--- src/rtl/rpfq_pkg.sv ---
package rpfq_pkg;
  // ==========================================================
  // Register offsets
  localparam logic [7:0] PIPE4_RX_WIDTH_ADDR = 8'h15;
  localparam logic [7:0] PIPE5_RX_WIDTH_ADDR = 8'h16;
  localparam logic [7:0] QUEUE_STATUS_ADDR   = 8'h17;
  // ==========================================================
  // Field layout and limits
  localparam int unsigned WIDTH_FIELD_BITS  = 6;
  localparam logic [5:0]  WIDTH_MAX         = 6'h20;
  localparam int unsigned STAT_REUSE_BIT    = 6;
  localparam int unsigned STAT_TX_FULL_BIT  = 5;
  localparam int unsigned STAT_TX_EMPTY_BIT = 4;
  localparam int unsigned STAT_RX_FULL_BIT  = 1;
  localparam int unsigned STAT_RX_EMPTY_BIT = 0;
  localparam logic [7:0]  WIDTH_RESET       = 8'h00;
  localparam int unsigned QUEUE_LEVELS      = 3;
  localparam int unsigned PAYLOAD_BITS      = 256;
  localparam int unsigned PIPE_BITS         = 3;
  // ==========================================================
  // Timing
  localparam int unsigned CLOCK_MHZ         = 25;
  localparam int unsigned RESEND_PULSE_US   = 10;
  localparam int unsigned RESEND_PULSE_CYC  = RESEND_PULSE_US * CLOCK_MHZ;
  // ==========================================================
  // Commands
  typedef enum logic [2:0] {
    RPFQ_CMD_NONE,
    RPFQ_CMD_REG_WRITE,
    RPFQ_CMD_TX_WRITE,
    RPFQ_CMD_ACK_WRITE,
    RPFQ_CMD_RX_READ,
    RPFQ_CMD_FLUSH_TX,
    RPFQ_CMD_FLUSH_RX,
    RPFQ_CMD_RESEND_LAST
  } rpfq_cmd_type;
endpackage : rpfq_pkg

--- src/rtl/rpfq_queue_if.sv ---
`timescale 1ns/1ps
interface rpfq_queue_if #(parameter int unsigned DW = 256);
  logic          push;
  logic [DW-1:0] pushData;
  logic          pop;
  logic          flush;
  logic [DW-1:0] headData;
  logic          full;
  logic          empty;
  logic [1:0]    count;
  modport owner (input push, pushData, pop, flush, output headData, full, empty, count);
  modport user  (output push, pushData, pop, flush, input headData, full, empty, count);
endinterface : rpfq_queue_if

--- src/rtl/rpfq_queue.sv ---
`timescale 1ns/1ps
module rpfq_queue #(
  parameter int unsigned DW    = 256,
  parameter int unsigned DEPTH = 3
) (
  // Clock and reset
  input  wire logic   clock,
  input  wire logic   rst_n,
  input  wire logic   clkEn,
  // Queue port
  rpfq_queue_if.owner q
);
  // ==========================================================
  // Storage
  logic [DW-1:0] memFf [DEPTH];
  logic [1:0]    rdPtrFf, nxt_rdPtr, wrPtrFf, nxt_wrPtr, countFf, nxt_count;
  logic          doPush, doPop;

  if (DEPTH != 3) $error("rpfq_queue supports three levels only");

  // Push into a full queue is dropped so stored entries stay intact
  assign doPush = q.push && (countFf != 2'(DEPTH));
  assign doPop  = q.pop && (countFf != 2'h0);

  always_comb
  begin
    nxt_rdPtr = rdPtrFf;
    nxt_wrPtr = wrPtrFf;
    nxt_count = countFf;
    if (q.flush)
    begin
      nxt_rdPtr = 2'h0;
      nxt_wrPtr = 2'h0;
      nxt_count = 2'h0;
    end
    else
    begin
      if (doPush)
        nxt_wrPtr = (wrPtrFf == 2'(DEPTH - 1)) ? 2'h0 : wrPtrFf + 2'h1;
      if (doPop)
        nxt_rdPtr = (rdPtrFf == 2'(DEPTH - 1)) ? 2'h0 : rdPtrFf + 2'h1;
      nxt_count = countFf + {1'b0, doPush} - {1'b0, doPop};
    end
  end

  always_ff @(posedge clock or negedge rst_n)
  begin
    if (!rst_n)
    begin
      rdPtrFf <= 2'h0;
      wrPtrFf <= 2'h0;
      countFf <= 2'h0;
    end
    else if (clkEn)
    begin
      rdPtrFf <= nxt_rdPtr;
      wrPtrFf <= nxt_wrPtr;
      countFf <= nxt_count;
    end
  end

  // Payload memory has no reset; contents are undefined until written
  always_ff @(posedge clock)
  begin
    if (clkEn && doPush && !q.flush)
      memFf[wrPtrFf] <= q.pushData;
  end

  assign q.headData = memFf[rdPtrFf];
  assign q.full     = (countFf == 2'(DEPTH));
  assign q.empty    = (countFf == 2'h0);
  assign q.count    = countFf;
endmodule : rpfq_queue

--- src/rtl/rpfq_payload_fifo.sv ---
`timescale 1ns/1ps
module rpfq_payload_fifo #(
  parameter int unsigned DW          = rpfq_pkg::PAYLOAD_BITS,
  parameter int unsigned DEPTH       = rpfq_pkg::QUEUE_LEVELS,
  parameter int unsigned PULSE_CYC   = rpfq_pkg::RESEND_PULSE_CYC
) (
  // Clock, reset, enable
  input  wire logic                  clock,
  input  wire logic                  rst_n,
  input  wire logic                  clkEn,
  // Command port from the microcontroller
  input  wire rpfq_pkg::rpfq_cmd_type cmd,
  input  wire logic [7:0]            cmdAddr,
  input  wire logic [7:0]            cmdWrData,
  input  wire logic [2:0]            cmdPipe,
  input  wire logic [DW-1:0]         cmdPayload,
  output logic [7:0]                 regRdData,
  output logic [DW-1:0]              rxRdPayload,
  // Role and chip enable
  input  wire logic                  txRole,
  input  wire logic                  chipEnable,
  // Radio core transmit side
  input  wire logic                  txDone,
  output logic                       txStart,
  output logic [DW-1:0]              txPayload,
  // Radio core receive side
  input  wire logic                  rxPush,
  input  wire logic [DW-1:0]         rxPayload,
  input  wire logic [2:0]            ackPipe,
  input  wire logic                  ackTaken,
  output logic                       ackValid,
  output logic [DW-1:0]              ackPayload,
  // Width configuration
  output logic [5:0]                 pipe4Width,
  output logic [5:0]                 pipe5Width
);
  // ==========================================================
  // Checks
  if (DEPTH != 3 || PULSE_CYC < 1) $error("rpfq_payload_fifo parameters unsupported");

  // ==========================================================
  // Queues
  rpfq_queue_if #(.DW(DW)) txQ ();
  rpfq_queue_if #(.DW(DW)) rxQ ();

  rpfq_queue #(.DW(DW), .DEPTH(DEPTH)) u_txq (.clock(clock), .rst_n(rst_n), .clkEn(clkEn), .q(txQ));
  rpfq_queue #(.DW(DW), .DEPTH(DEPTH)) u_rxq (.clock(clock), .rst_n(rst_n), .clkEn(clkEn), .q(rxQ));

  // ==========================================================
  // Register state
  logic [5:0] p4Ff, nxt_p4, p5Ff, nxt_p5;
  logic       reuseFf, nxt_reuse;
  logic [DW-1:0] lastFf, nxt_last;
  logic       busyFf, nxt_busy, resendFf, nxt_resend;
  logic [$clog2(PULSE_CYC+1)-1:0] ceCntFf, nxt_ceCnt;
  logic       ceLongFf, nxt_ceLong;
  logic       isTxWr, isFlushTx, isResend;

  assign isTxWr    = (cmd == rpfq_pkg::RPFQ_CMD_TX_WRITE);
  assign isFlushTx = (cmd == rpfq_pkg::RPFQ_CMD_FLUSH_TX);
  assign isResend  = (cmd == rpfq_pkg::RPFQ_CMD_RESEND_LAST);

  assign txQ.push     = isTxWr;
  assign txQ.pushData = cmdPayload;
  assign txQ.flush    = isFlushTx;
  // Queue is only drained by a finished send in the transmitter role
  assign txQ.pop      = txDone && busyFf && !resendFf && txRole;

  assign rxQ.push     = rxPush;
  assign rxQ.pushData = rxPayload;
  assign rxQ.pop      = (cmd == rpfq_pkg::RPFQ_CMD_RX_READ);
  assign rxQ.flush    = (cmd == rpfq_pkg::RPFQ_CMD_FLUSH_RX);

  always_comb
  begin
    nxt_p4 = p4Ff;
    nxt_p5 = p5Ff;
    // Width values above 32 are clamped since they cannot describe a payload
    if (cmd == rpfq_pkg::RPFQ_CMD_REG_WRITE)
    begin
      if (cmdAddr == rpfq_pkg::PIPE4_RX_WIDTH_ADDR)
        nxt_p4 = (cmdWrData[5:0] > rpfq_pkg::WIDTH_MAX) ? rpfq_pkg::WIDTH_MAX : cmdWrData[5:0];
      if (cmdAddr == rpfq_pkg::PIPE5_RX_WIDTH_ADDR)
        nxt_p5 = (cmdWrData[5:0] > rpfq_pkg::WIDTH_MAX) ? rpfq_pkg::WIDTH_MAX : cmdWrData[5:0];
    end
    // Transmit writes and transmit flush win over a same-cycle resend request
    nxt_reuse = reuseFf;
    if (isResend && txRole)
      nxt_reuse = 1'b1;
    if (isTxWr || isFlushTx)
      nxt_reuse = 1'b0;
    // Chip-enable pulse length qualifier
    nxt_ceCnt  = chipEnable ? ((ceCntFf == $bits(ceCntFf)'(PULSE_CYC)) ? ceCntFf : ceCntFf + 1'b1) : '0;
    nxt_ceLong = ceLongFf;
    if (chipEnable && ceCntFf == $bits(ceCntFf)'(PULSE_CYC - 1))
      nxt_ceLong = 1'b1;
    nxt_busy   = busyFf;
    nxt_resend = resendFf;
    nxt_last   = lastFf;
    if (busyFf && txDone)
      nxt_busy = 1'b0;
    else if (!busyFf && txRole)
    begin
      if (reuseFf && ceLongFf && !chipEnable)
      begin
        nxt_busy   = 1'b1;
        nxt_resend = 1'b1;
      end
      else if (!reuseFf && !txQ.empty)
      begin
        nxt_busy   = 1'b1;
        nxt_resend = 1'b0;
        nxt_last   = txQ.headData;
      end
    end
    if (!chipEnable)
      nxt_ceLong = 1'b0;
  end

  always_ff @(posedge clock or negedge rst_n)
  begin
    if (!rst_n)
    begin
      p4Ff     <= rpfq_pkg::WIDTH_RESET[5:0];
      p5Ff     <= rpfq_pkg::WIDTH_RESET[5:0];
      reuseFf  <= 1'b0;
      busyFf   <= 1'b0;
      resendFf <= 1'b0;
      ceCntFf  <= '0;
      ceLongFf <= 1'b0;
      lastFf   <= '0;
    end
    else if (clkEn)
    begin
      p4Ff     <= nxt_p4;
      p5Ff     <= nxt_p5;
      reuseFf  <= nxt_reuse;
      busyFf   <= nxt_busy;
      resendFf <= nxt_resend;
      ceCntFf  <= nxt_ceCnt;
      ceLongFf <= nxt_ceLong;
      lastFf   <= nxt_last;
    end
  end

  assign txStart   = busyFf;
  assign txPayload = lastFf;
  assign pipe4Width = p4Ff;
  assign pipe5Width = p5Ff;

  // ==========================================================
  // Acknowledge payload slots, each tagged by pipe
  logic [DW-1:0] ackDataFf [DEPTH];
  logic [2:0]    ackPipeFf [DEPTH], nxt_ackPipe [DEPTH];
  logic [1:0]    ackAgeFf  [DEPTH], nxt_ackAge  [DEPTH];
  logic [DEPTH-1:0] ackVldFf, nxt_ackVld, slotFree, slotMatch, slotOldest;
  logic [1:0]    freeIdx, hitIdx, ackCount;
  logic          ackWr, ackFull, ackHit;

  assign ackWr = (cmd == rpfq_pkg::RPFQ_CMD_ACK_WRITE);

  genvar gi;
  generate
    for (gi = 0; gi < DEPTH; gi++)
    begin : g_slot
      assign slotFree[gi]  = !ackVldFf[gi];
      assign slotMatch[gi] = ackVldFf[gi] && ackPipeFf[gi] == ackPipe;
    end
  endgenerate

  always_comb
  begin
    ackCount = 2'({1'b0, ackVldFf[0]} + {1'b0, ackVldFf[1]} + {1'b0, ackVldFf[2]});
    ackFull  = (ackCount == 2'(DEPTH));
    freeIdx  = slotFree[0] ? 2'h0 : (slotFree[1] ? 2'h1 : 2'h2);
    // Oldest matching entry leaves first: age counts entries ahead of it
    slotOldest = '0;
    for (int i = 0; i < DEPTH; i++)
    begin
      slotOldest[i] = slotMatch[i];
      for (int j = 0; j < DEPTH; j++)
        if (slotMatch[j] && ackAgeFf[j] < ackAgeFf[i])
          slotOldest[i] = 1'b0;
    end
    ackHit = |slotOldest && !txRole;
    hitIdx = slotOldest[0] ? 2'h0 : (slotOldest[1] ? 2'h1 : 2'h2);
    nxt_ackVld = ackVldFf;
    for (int i = 0; i < DEPTH; i++)
    begin
      nxt_ackPipe[i] = ackPipeFf[i];
      nxt_ackAge[i]  = ackAgeFf[i];
    end
    if (ackTaken && ackHit)
    begin
      nxt_ackVld[hitIdx] = 1'b0;
      for (int i = 0; i < DEPTH; i++)
        if (ackAgeFf[i] > ackAgeFf[hitIdx] && ackAgeFf[i] != 2'h0)
          nxt_ackAge[i] = ackAgeFf[i] - 2'h1;
    end
    if (ackWr && !ackFull)
    begin
      nxt_ackVld[freeIdx]  = 1'b1;
      nxt_ackPipe[freeIdx] = cmdPipe;
      nxt_ackAge[freeIdx]  = (ackTaken && ackHit) ? ackCount - 2'h1 : ackCount;
    end
  end

  always_ff @(posedge clock or negedge rst_n)
  begin
    if (!rst_n)
    begin
      ackVldFf <= '0;
      for (int i = 0; i < DEPTH; i++)
      begin
        ackPipeFf[i] <= 3'h0;
        ackAgeFf[i]  <= 2'h0;
      end
    end
    else if (clkEn)
    begin
      ackVldFf <= nxt_ackVld;
      for (int i = 0; i < DEPTH; i++)
      begin
        ackPipeFf[i] <= nxt_ackPipe[i];
        ackAgeFf[i]  <= nxt_ackAge[i];
      end
    end
  end

  always_ff @(posedge clock)
  begin
    if (clkEn && ackWr && !ackFull)
      ackDataFf[freeIdx] <= cmdPayload;
  end

  assign ackValid   = ackHit;
  assign ackPayload = ackDataFf[hitIdx];

  // ==========================================================
  // Read side; reserved status bits read zero
  always_comb
  begin
    regRdData = 8'h00;
    case (cmdAddr)
      rpfq_pkg::PIPE4_RX_WIDTH_ADDR: regRdData = {2'h0, p4Ff};
      rpfq_pkg::PIPE5_RX_WIDTH_ADDR: regRdData = {2'h0, p5Ff};
      rpfq_pkg::QUEUE_STATUS_ADDR:
      begin
        regRdData[rpfq_pkg::STAT_REUSE_BIT]    = reuseFf;
        regRdData[rpfq_pkg::STAT_TX_FULL_BIT]  = txQ.full;
        regRdData[rpfq_pkg::STAT_TX_EMPTY_BIT] = txQ.empty;
        regRdData[rpfq_pkg::STAT_RX_FULL_BIT]  = rxQ.full;
        regRdData[rpfq_pkg::STAT_RX_EMPTY_BIT] = rxQ.empty;
      end
      default: regRdData = 8'h00;
    endcase
  end
  assign rxRdPayload = rxQ.headData;

  // ==========================================================
  // Checks on behaviour
  property p_tx_full_flag;
    @(posedge clock) disable iff (!rst_n)
    clkEn && isTxWr && !isFlushTx && !txQ.pop && txQ.count == 2'h2 |=> txQ.full;
  endproperty
  a_tx_full_flag: assert property (p_tx_full_flag) else $error("tx full not raised");

  property p_tx_empty_after_flush;
    @(posedge clock) disable iff (!rst_n)
    clkEn && isFlushTx |=> txQ.empty && !reuseFf;
  endproperty
  a_tx_empty_after_flush: assert property (p_tx_empty_after_flush) else $error("flush left data");

  property p_full_write_ignored;
    @(posedge clock) disable iff (!rst_n)
    clkEn && txQ.full && isTxWr && !txQ.pop && !isFlushTx |=> txQ.full && $stable(txQ.count);
  endproperty
  a_full_write_ignored: assert property (p_full_write_ignored) else $error("write into full queue");

  property p_reuse_set;
    @(posedge clock) disable iff (!rst_n)
    clkEn && isResend && txRole && !isTxWr && !isFlushTx |=> reuseFf;
  endproperty
  a_reuse_set: assert property (p_reuse_set) else $error("reuse not set");

  property p_reuse_clear;
    @(posedge clock) disable iff (!rst_n)
    clkEn && (isTxWr || isFlushTx) |=> !reuseFf;
  endproperty
  a_reuse_clear: assert property (p_reuse_clear) else $error("reuse not cleared");

  property p_ack_limit;
    @(posedge clock) disable iff (!rst_n)
    clkEn && ackWr && ackFull && !ackTaken |=> $stable(ackVldFf);
  endproperty
  a_ack_limit: assert property (p_ack_limit) else $error("too many ack payloads");

  property p_ack_rx_only;
    @(posedge clock) disable iff (!rst_n)
    txRole |-> !ackValid;
  endproperty
  a_ack_rx_only: assert property (p_ack_rx_only) else $error("ack payload in tx role");

  property p_tx_pop_tx_only;
    @(posedge clock) disable iff (!rst_n)
    !txRole && !txStart |=> !txStart && !txQ.pop;
  endproperty
  a_tx_pop_tx_only: assert property (p_tx_pop_tx_only) else $error("tx queue drained in rx role");

  property p_width_limit;
    @(posedge clock) disable iff (!rst_n)
    p4Ff <= rpfq_pkg::WIDTH_MAX && p5Ff <= rpfq_pkg::WIDTH_MAX;
  endproperty
  a_width_limit: assert property (p_width_limit) else $error("pipe width above 32");

  property p_rx_empty_flag;
    @(posedge clock) disable iff (!rst_n)
    clkEn && rxQ.flush |=> rxQ.empty && !rxQ.full;
  endproperty
  a_rx_empty_flag: assert property (p_rx_empty_flag) else $error("rx flush failed");
endmodule : rpfq_payload_fifo

--- config.mk ---
export PLATFORM = sky130hd
export DESIGN_NAME = rpfq_payload_fifo
export DESIGN_NICKNAME = d
export VERILOG_FILES = /design/src/rtl/rpfq_pkg.sv /design/src/rtl/rpfq_queue_if.sv /design/src/rtl/rpfq_queue.sv /design/src/rtl/rpfq_payload_fifo.sv
export SDC_FILE = /design/constraint.sdc
export NUM_CORES = 2
export LEC_CHECK = 0
export BUFFER_PORTS_ARGS = -buffer_cell sky130_fd_sc_hd__buf_2
export CAP_MARGIN = 10
export CORE_AREA = 2 2 514 516
export CTS_CLUSTER_SIZE = 10
export DETAILED_ROUTE_END_ITERATION = 16
export DIE_AREA = 0 0 516 518
export GPL_TIMING_DRIVEN = 0
export SLEW_MARGIN = 20
export SYNTH_ARGS = -nofsm -noshare
export SYNTH_HDL_FRONTEND = slang
export SYNTH_HIERARCHICAL = 1
export SYNTH_SLANG_ARGS = --single-unit
--- constraint.sdc ---
create_clock -name clock -period 77.1 [get_ports clock]
set_input_delay 3.855 -clock clock [delete_from_list [all_inputs] [get_ports clock]]
set_output_delay 3.855 -clock clock [all_outputs]
set_load 0.01 [all_outputs]
# After elaboration in Yosys (flattened, before gate mapping)
# Memories as Yosys holds them, arrays and structs flattened. A register that Yosys moved wholly into a read port is not among the register bits.
# Index checks and enable logic that the tools add are counted.
# totals
reg_bits	54
ram_bits	2304
elab_cells	241
mem_count	3
# classes
add_sub_neg	15
magnitude_cmp	20
eq_ne	26
n_mux	70
bitwise_logic	7
reduce_logical	80
# mem_list
name	depth	width	rd	rd_ports_with_merged_regs	write_ports	line	rtl
ackDataFf	3	256	1	0	1	rpfq_payload_fifo.sv:153	logic [DW-1:0] ackDataFf [DEPTH];
u_rxq.memFf	3	256	1	0	1	rpfq_queue.sv:15	logic [DW-1:0] memFf [DEPTH];
u_txq.memFf	3	256	1	1	1	rpfq_queue.sv:15	
# op_table
operator	n
$mux 2	25
$logic_and 1x1->1	40
$mux 1	27
$eq 8x5->1 const B	3
$reduce_bool 2->1	12
$lt 2x2->1	9
$mux 6	3
$eq 8x8->1 const B	2
$mux 8	2
$reduce_and 2->1	8
$eq 2x2->1 const B	7
$eq 3x3->1 const B	4
$logic_not 1->1	10
$bwmux 9	1
$eq 3x3->1	3
$mux 3	3
$pmux 3 s3	1
$reduce_and 3->1	3
$add 2x1->2 const B	4
$add 8x1->8 const B	1
$sub 2x1->2 const B	4
$add 2x1->2	3
$bwmux 6	1
$demux 3 s2	1
28 further kinds	41

# Logic depth before layout (Yosys ltp)
# logic_depth
word_depth	18
mapped_depth	17
mapped_depth_nobuf	14

# Cells and area by module
# The synthesis kept the hierarchy.
# by_module_without_submodules
mod	n_inst	cells_per_inst	area_each_um2	seq_area_each_um2
rpfq_payload_fifo	1	2752	40262.4	30519.3
rpfq_queue at u_rxq	1	1661	28991.6	23212.3
rpfq_queue at u_txq	1	1661	28886.5	23212.3

# Worst setup path after synthesis
# No wires, ideal clock.
# synth_path
path_kind	input -> register
startpoint	input cmd[0]
endpoint	memory u_txq.memFf[2][0] (enable)
setup_time_ps	1587
arrival_time_ps	30294
required_ps	75513
path_slack_ps	45219
cell_stages	4
n_path_buf	0
cell_sequence	nor3b_1 > a21boi_1 > inv_1 > nor4b_1
# synth_between
elab_chain_cells	6
# synth_lines
item	line	rtl
start, declared	rpfq_payload_fifo.sv:12	input wire rpfq_pkg::rpfq_cmd_type cmd,
$eq 3x2->1	rpfq_payload_fifo.sv:59	assign isTxWr = (cmd == rpfq_pkg::RPFQ_CMD_TX_WRITE);
$logic_and 1x1->1	rpfq_queue.sv:22	assign doPush = q.push && (countFf != 2'(DEPTH));
$logic_and 1x1->1	rpfq_queue.sv:65	if (clkEn && doPush && !q.flush)
$logic_and 1x1->1 (*)	rpfq_queue.sv:65	
$mux 1 (*)	rpfq_queue.sv:65	
$mux 1 (not written as such) (*)	rpfq_queue.sv:66	memFf[wrPtrFf] <= q.pushData;
end, declared	rpfq_queue.sv:15	
# Every way passes the cells marked *; elsewhere a longest branch is shown, timed or not.

# Final worst setup path
# layout_path
startpoint	input ackPipe[2]
endpoint	output ackPayload[143]
# layout_between
elab_chain_cells	9
# layout_lines
item	line	rtl
start, declared	rpfq_payload_fifo.sv:29	input wire logic [2:0] ackPipe,
$eq 3x3->1	rpfq_payload_fifo.sv:167	assign slotMatch[gi] = ackVldFf[gi] && ackPipeFf[gi] == ackPipe;
$logic_and 1x1->1	rpfq_payload_fifo.sv:167	
$logic_and 1x1->1	rpfq_payload_fifo.sv:182	if (slotMatch[j] && ackAgeFf[j] < ackAgeFf[i])
$mux 1 (3 in series)	rpfq_payload_fifo.sv:182	
$mux 2	rpfq_payload_fifo.sv:186	hitIdx = slotOldest[0] ? 2'h0 : (slotOldest[1] ? 2'h1 : 2'h2);
$mux 2 (*)	rpfq_payload_fifo.sv:186	
$mem_v2 3x256 (*)	--	
end, declared	rpfq_payload_fifo.sv:32	output logic [DW-1:0] ackPayload,
# Marks and branches as above.

==> results.md <==
- Status: finished clean
- Layout area overhead: 23.3%
- H-tree depth: 5
- Worst hold path type: flop to flop
- CTS root buf: clkbuf_16
- Wire length after detailed routing: 324 mm
- Initial core utilization: 0.375
- Max-Cap Viols: 0
- Max Fclk: 0.0903 GHz
- Overall Global Routing Usage: 0.235
- Synth Instances: 6074
- Clk pwr share: 0.310
- #FFs+latches synth: 2614
- Fin Setup TNS: 0 ns
- Required @ worst endpoint: 73.25 ns
- Hold Violations, Final: 0
- Final setup viols: 0
- Hold buffer count at CTS: 0
- Final core utilization: 0.463
- Core Box Area: 262000 sq um
- Fraction of layout cells with a size suffix above 1: 0.286
- Logic pwr share: 0.289
- Slew Viols, Final: 0
- Most Frequent Cell on Critical Path: buf_2
- Met1 usage: 0.292
- Post-Syn Nets: 6640
- Max incr delay on CP: 0.74 ns
- Clk_lat worst skew: 0.90 ns
- Post-synth ARST share: 0.119
- Initial antenna violation count: 185
- Die area: 267000 sq um
- Die Y: 518 microns
- Critical path buffers and inverters: 4
- Port buffer count: 1330
- Worst VDD drop: 0.0252 mV
- Iteration-0 DRC Markers: 5805
- Drt wl/cell: 27.8 microns
- CTS clk-pin slew, worst paths: 0.06 ns
- Via density: 5.14
- Most common cell after layout, fill and taps aside: edfxtp_1
- Number of synthesized flops with an enable pin: 2304
- Num CTS Buffers: 312
- Cell Count, Final, Fillers Out: 11700
- Pint: 2.90 mW
- Cell Area, Synth: 98100 sq um
- Sequential cell area fraction in the yosys report: 0.784
- Gr ovfl total: 0
- Placer Congestion: 0.909
- Skew final: 0.0884 ns
- Met3 Usage GRT: 0.0870
- Met2 Use GR: 0.371
- Hpwl dp: 239 mm
- Register area: 76900 sq um
- RSZ-0062 raised after global routing: no
- Synth unique cells: 65
- Number of global-route vias before repair: 58800
- Synth Area per Inst: 16.2 sq um
- Cell Chain, Critical Path: buf_2 > xnor2_1 > nand4_1 > o221ai_4 > buf_2 > buf_1 > nor2_1 > a31oi_1 > buf_2
- Tmin final: 11.08 ns
- Worst-Margin Slew: 1.16 ns
- Die W: 516 microns
- Crit path DAT: 7.22 ns
- Switching power: 1.44 mW
- Period utilization: 0.144
- CTS tree: done
- Post-Place Cells: 11100
- Setup CP Type: primary input to output port
- Leak: 43.7 nW
- DRC errors left: 0
- Cell family with most CP delay: buffers and inverters
- First-pass GRT wire length: 446 mm
- Predominant post-synthesis flop cell: edfxtp_1
- CTS Sinks: 2614
- Final net count: 8451
- PwrDens: 35.9 nW/um^2
- Slew headroom: 0.227
- Ports: 1335
- Crit-path slowest cell: buf_1
- Row cnt: 188
- Largest net degree at the start of global routing: 83
- Area of the multi-input gates: 19100 sq um
- GR peak layer: met2
- Setup crit end kind: output port
- Vias: 60000
- Cts repair resizes: 0
- Routed Antenna Nets: 0
- Post-CTS setup buffers: 0
- Commonest non-fill, non-tap cells in the layout: edfxtp_1, buf_2, nand2_1, mux2i_1, o21ai_1
- Net Sw Frac: 0.333
- Critical Path Start Type: primary input
- Syn. warnings: 6
- Crit path max fanout: 10
- CTS Buffer Depth: 4
- Fill cells: 22800
- First-pass DRT Iterations: 5
- Reg power frac: 0.401
==> cells in the mapped netlist (10+ instances only) <==
cell | count | area, sq um
buf_2 | 106 | 531
dfrtp_1 | 310 | 7760
nor2b_1 | 12 | 75.1
o21ai_1 | 444 | 2220
ha_1 | 20 | 250
inv_1 | 28 | 105
buf_1 | 15 | 56.3
mux2i_1 | 516 | 5160
buf_4 | 17 | 128
clkbuf_1 | 134 | 503
buf_12 | 24 | 480
o21ai_0 | 102 | 510
nand2b_1 | 10 | 62.6
buf_8 | 23 | 345
nor2_1 | 287 | 1080
a31oi_1 | 263 | 1650
mux2_2 | 267 | 3010
nand2_1 | 1080 | 4050
edfxtp_1 | 2304 | 69200
==> worst paths after layout <==
kind	from	to	slack (ns)	cells past startpoint
hold reg to reg	ackAgeFf[4]$_DFFE_PN0P_	ackAgeFf[4]$_DFFE_PN0P_	0.49	1
hold / removal	ackAgeFf[4]$_DFFE_PN0P_	ackAgeFf[4]$_DFFE_PN0P_	0.49	1
min in group asynchronous	rst_n	txPayload[168]$_DFFE_PN0P_	2.86	1
max in group asynchronous	rst_n	txPayload[104]$_DFFE_PN0P_	72.52	4
setup / recovery	ackPipe[2]	ackPayload[143]	66.02	9
setup reg to reg	ackAgeFf[1]$_DFFE_PN0P_	ackAgeFf[3]$_DFFE_PN0P_	71.94	17
==> registers in the layout, indices dropped and copies added (netlist names), 3 cells and up <==
signal       count
ceCntFf          8
ackVldFf         3
u_rxq/memFf    768
pipe4Width       6
ackPipeFf        9
ackAgeFf         6
pipe5Width       6
u_txq/memFf    768
txPayload      256
ackDataFf      768
==> logic make-up (layout without fill, tap and decap cells) <==
| kind of cell | count (synthesis) | in the layout | share of synthesized area |
|---|---|---|---|
| XOR/XNOR | 15 | 15 | 0.00157 |
| buffers and inverters | 351 | 2380 | 0.0223 |
| multiplexers | 783 | 783 | 0.0833 |
| AO/OA/AOI/OAI | 854 | 854 | 0.0487 |
| flip-flops | 2614 | 2614 | 0.784 |
| AND/OR/NAND/NOR | 1435 | 1435 | 0.0573 |
| adder cells (fa/ha/maj) | 21 | 21 | 0.00275 |
| other | 1 | 59 | 0.0000382 |
==> layout make-up <==
type	count	area share
sequential	2614	0.636
multi-input combinational	3109	0.157
timing repair buffer	1497	0.0748
clock buffer	500	0.0722
tap	3515	0.0363
buffer	323	0.0173
clock inverter	32	0.00383
antenna	58	0.00120
inverter	28	0.00105
==> metal layers <==
layer  vias up  routed length (microns)
met5         -                      510
met4        86                    13600
met3       731                    34000
met1     30200                   126000
li1      26400                        -
met2      2605                   150000
==> power by group through the flow <==
stage | Clock (mW) | Sequential [mW] | Combinational [mW]
6_report | 1.35 | 1.74 | 1.25
5_1_grt | 1.43 | 1.76 | 1.33
4_1_cts | 1.37 | 1.74 | 1.26
3_5_place_dp | 0 | 1.77 | 1.26
3_3_place_gp | 0 | 1.82 | 1.22
2_1_floorplan | 0 | 1.82 | 0.592
==> stage by stage <==
step | power, mW | setup slack, ns | cell area [sq um] | hold slack, ns
after floorplan | 2.41 | 45.22 | 98100 | 0.454
after detailed placement | 3.03 | 65.86 | 112000 | 0.483
final | 4.34 | 66.02 | 121000 | 0.491
after CTS | 4.38 | 65.94 | 121000 | 0.492
after global routing | 4.52 | 65.83 | 121000 | 0.511
after global placement | 3.04 | 19.83 | 109000 | 0.475
Power figures use the tool's default switching activity.
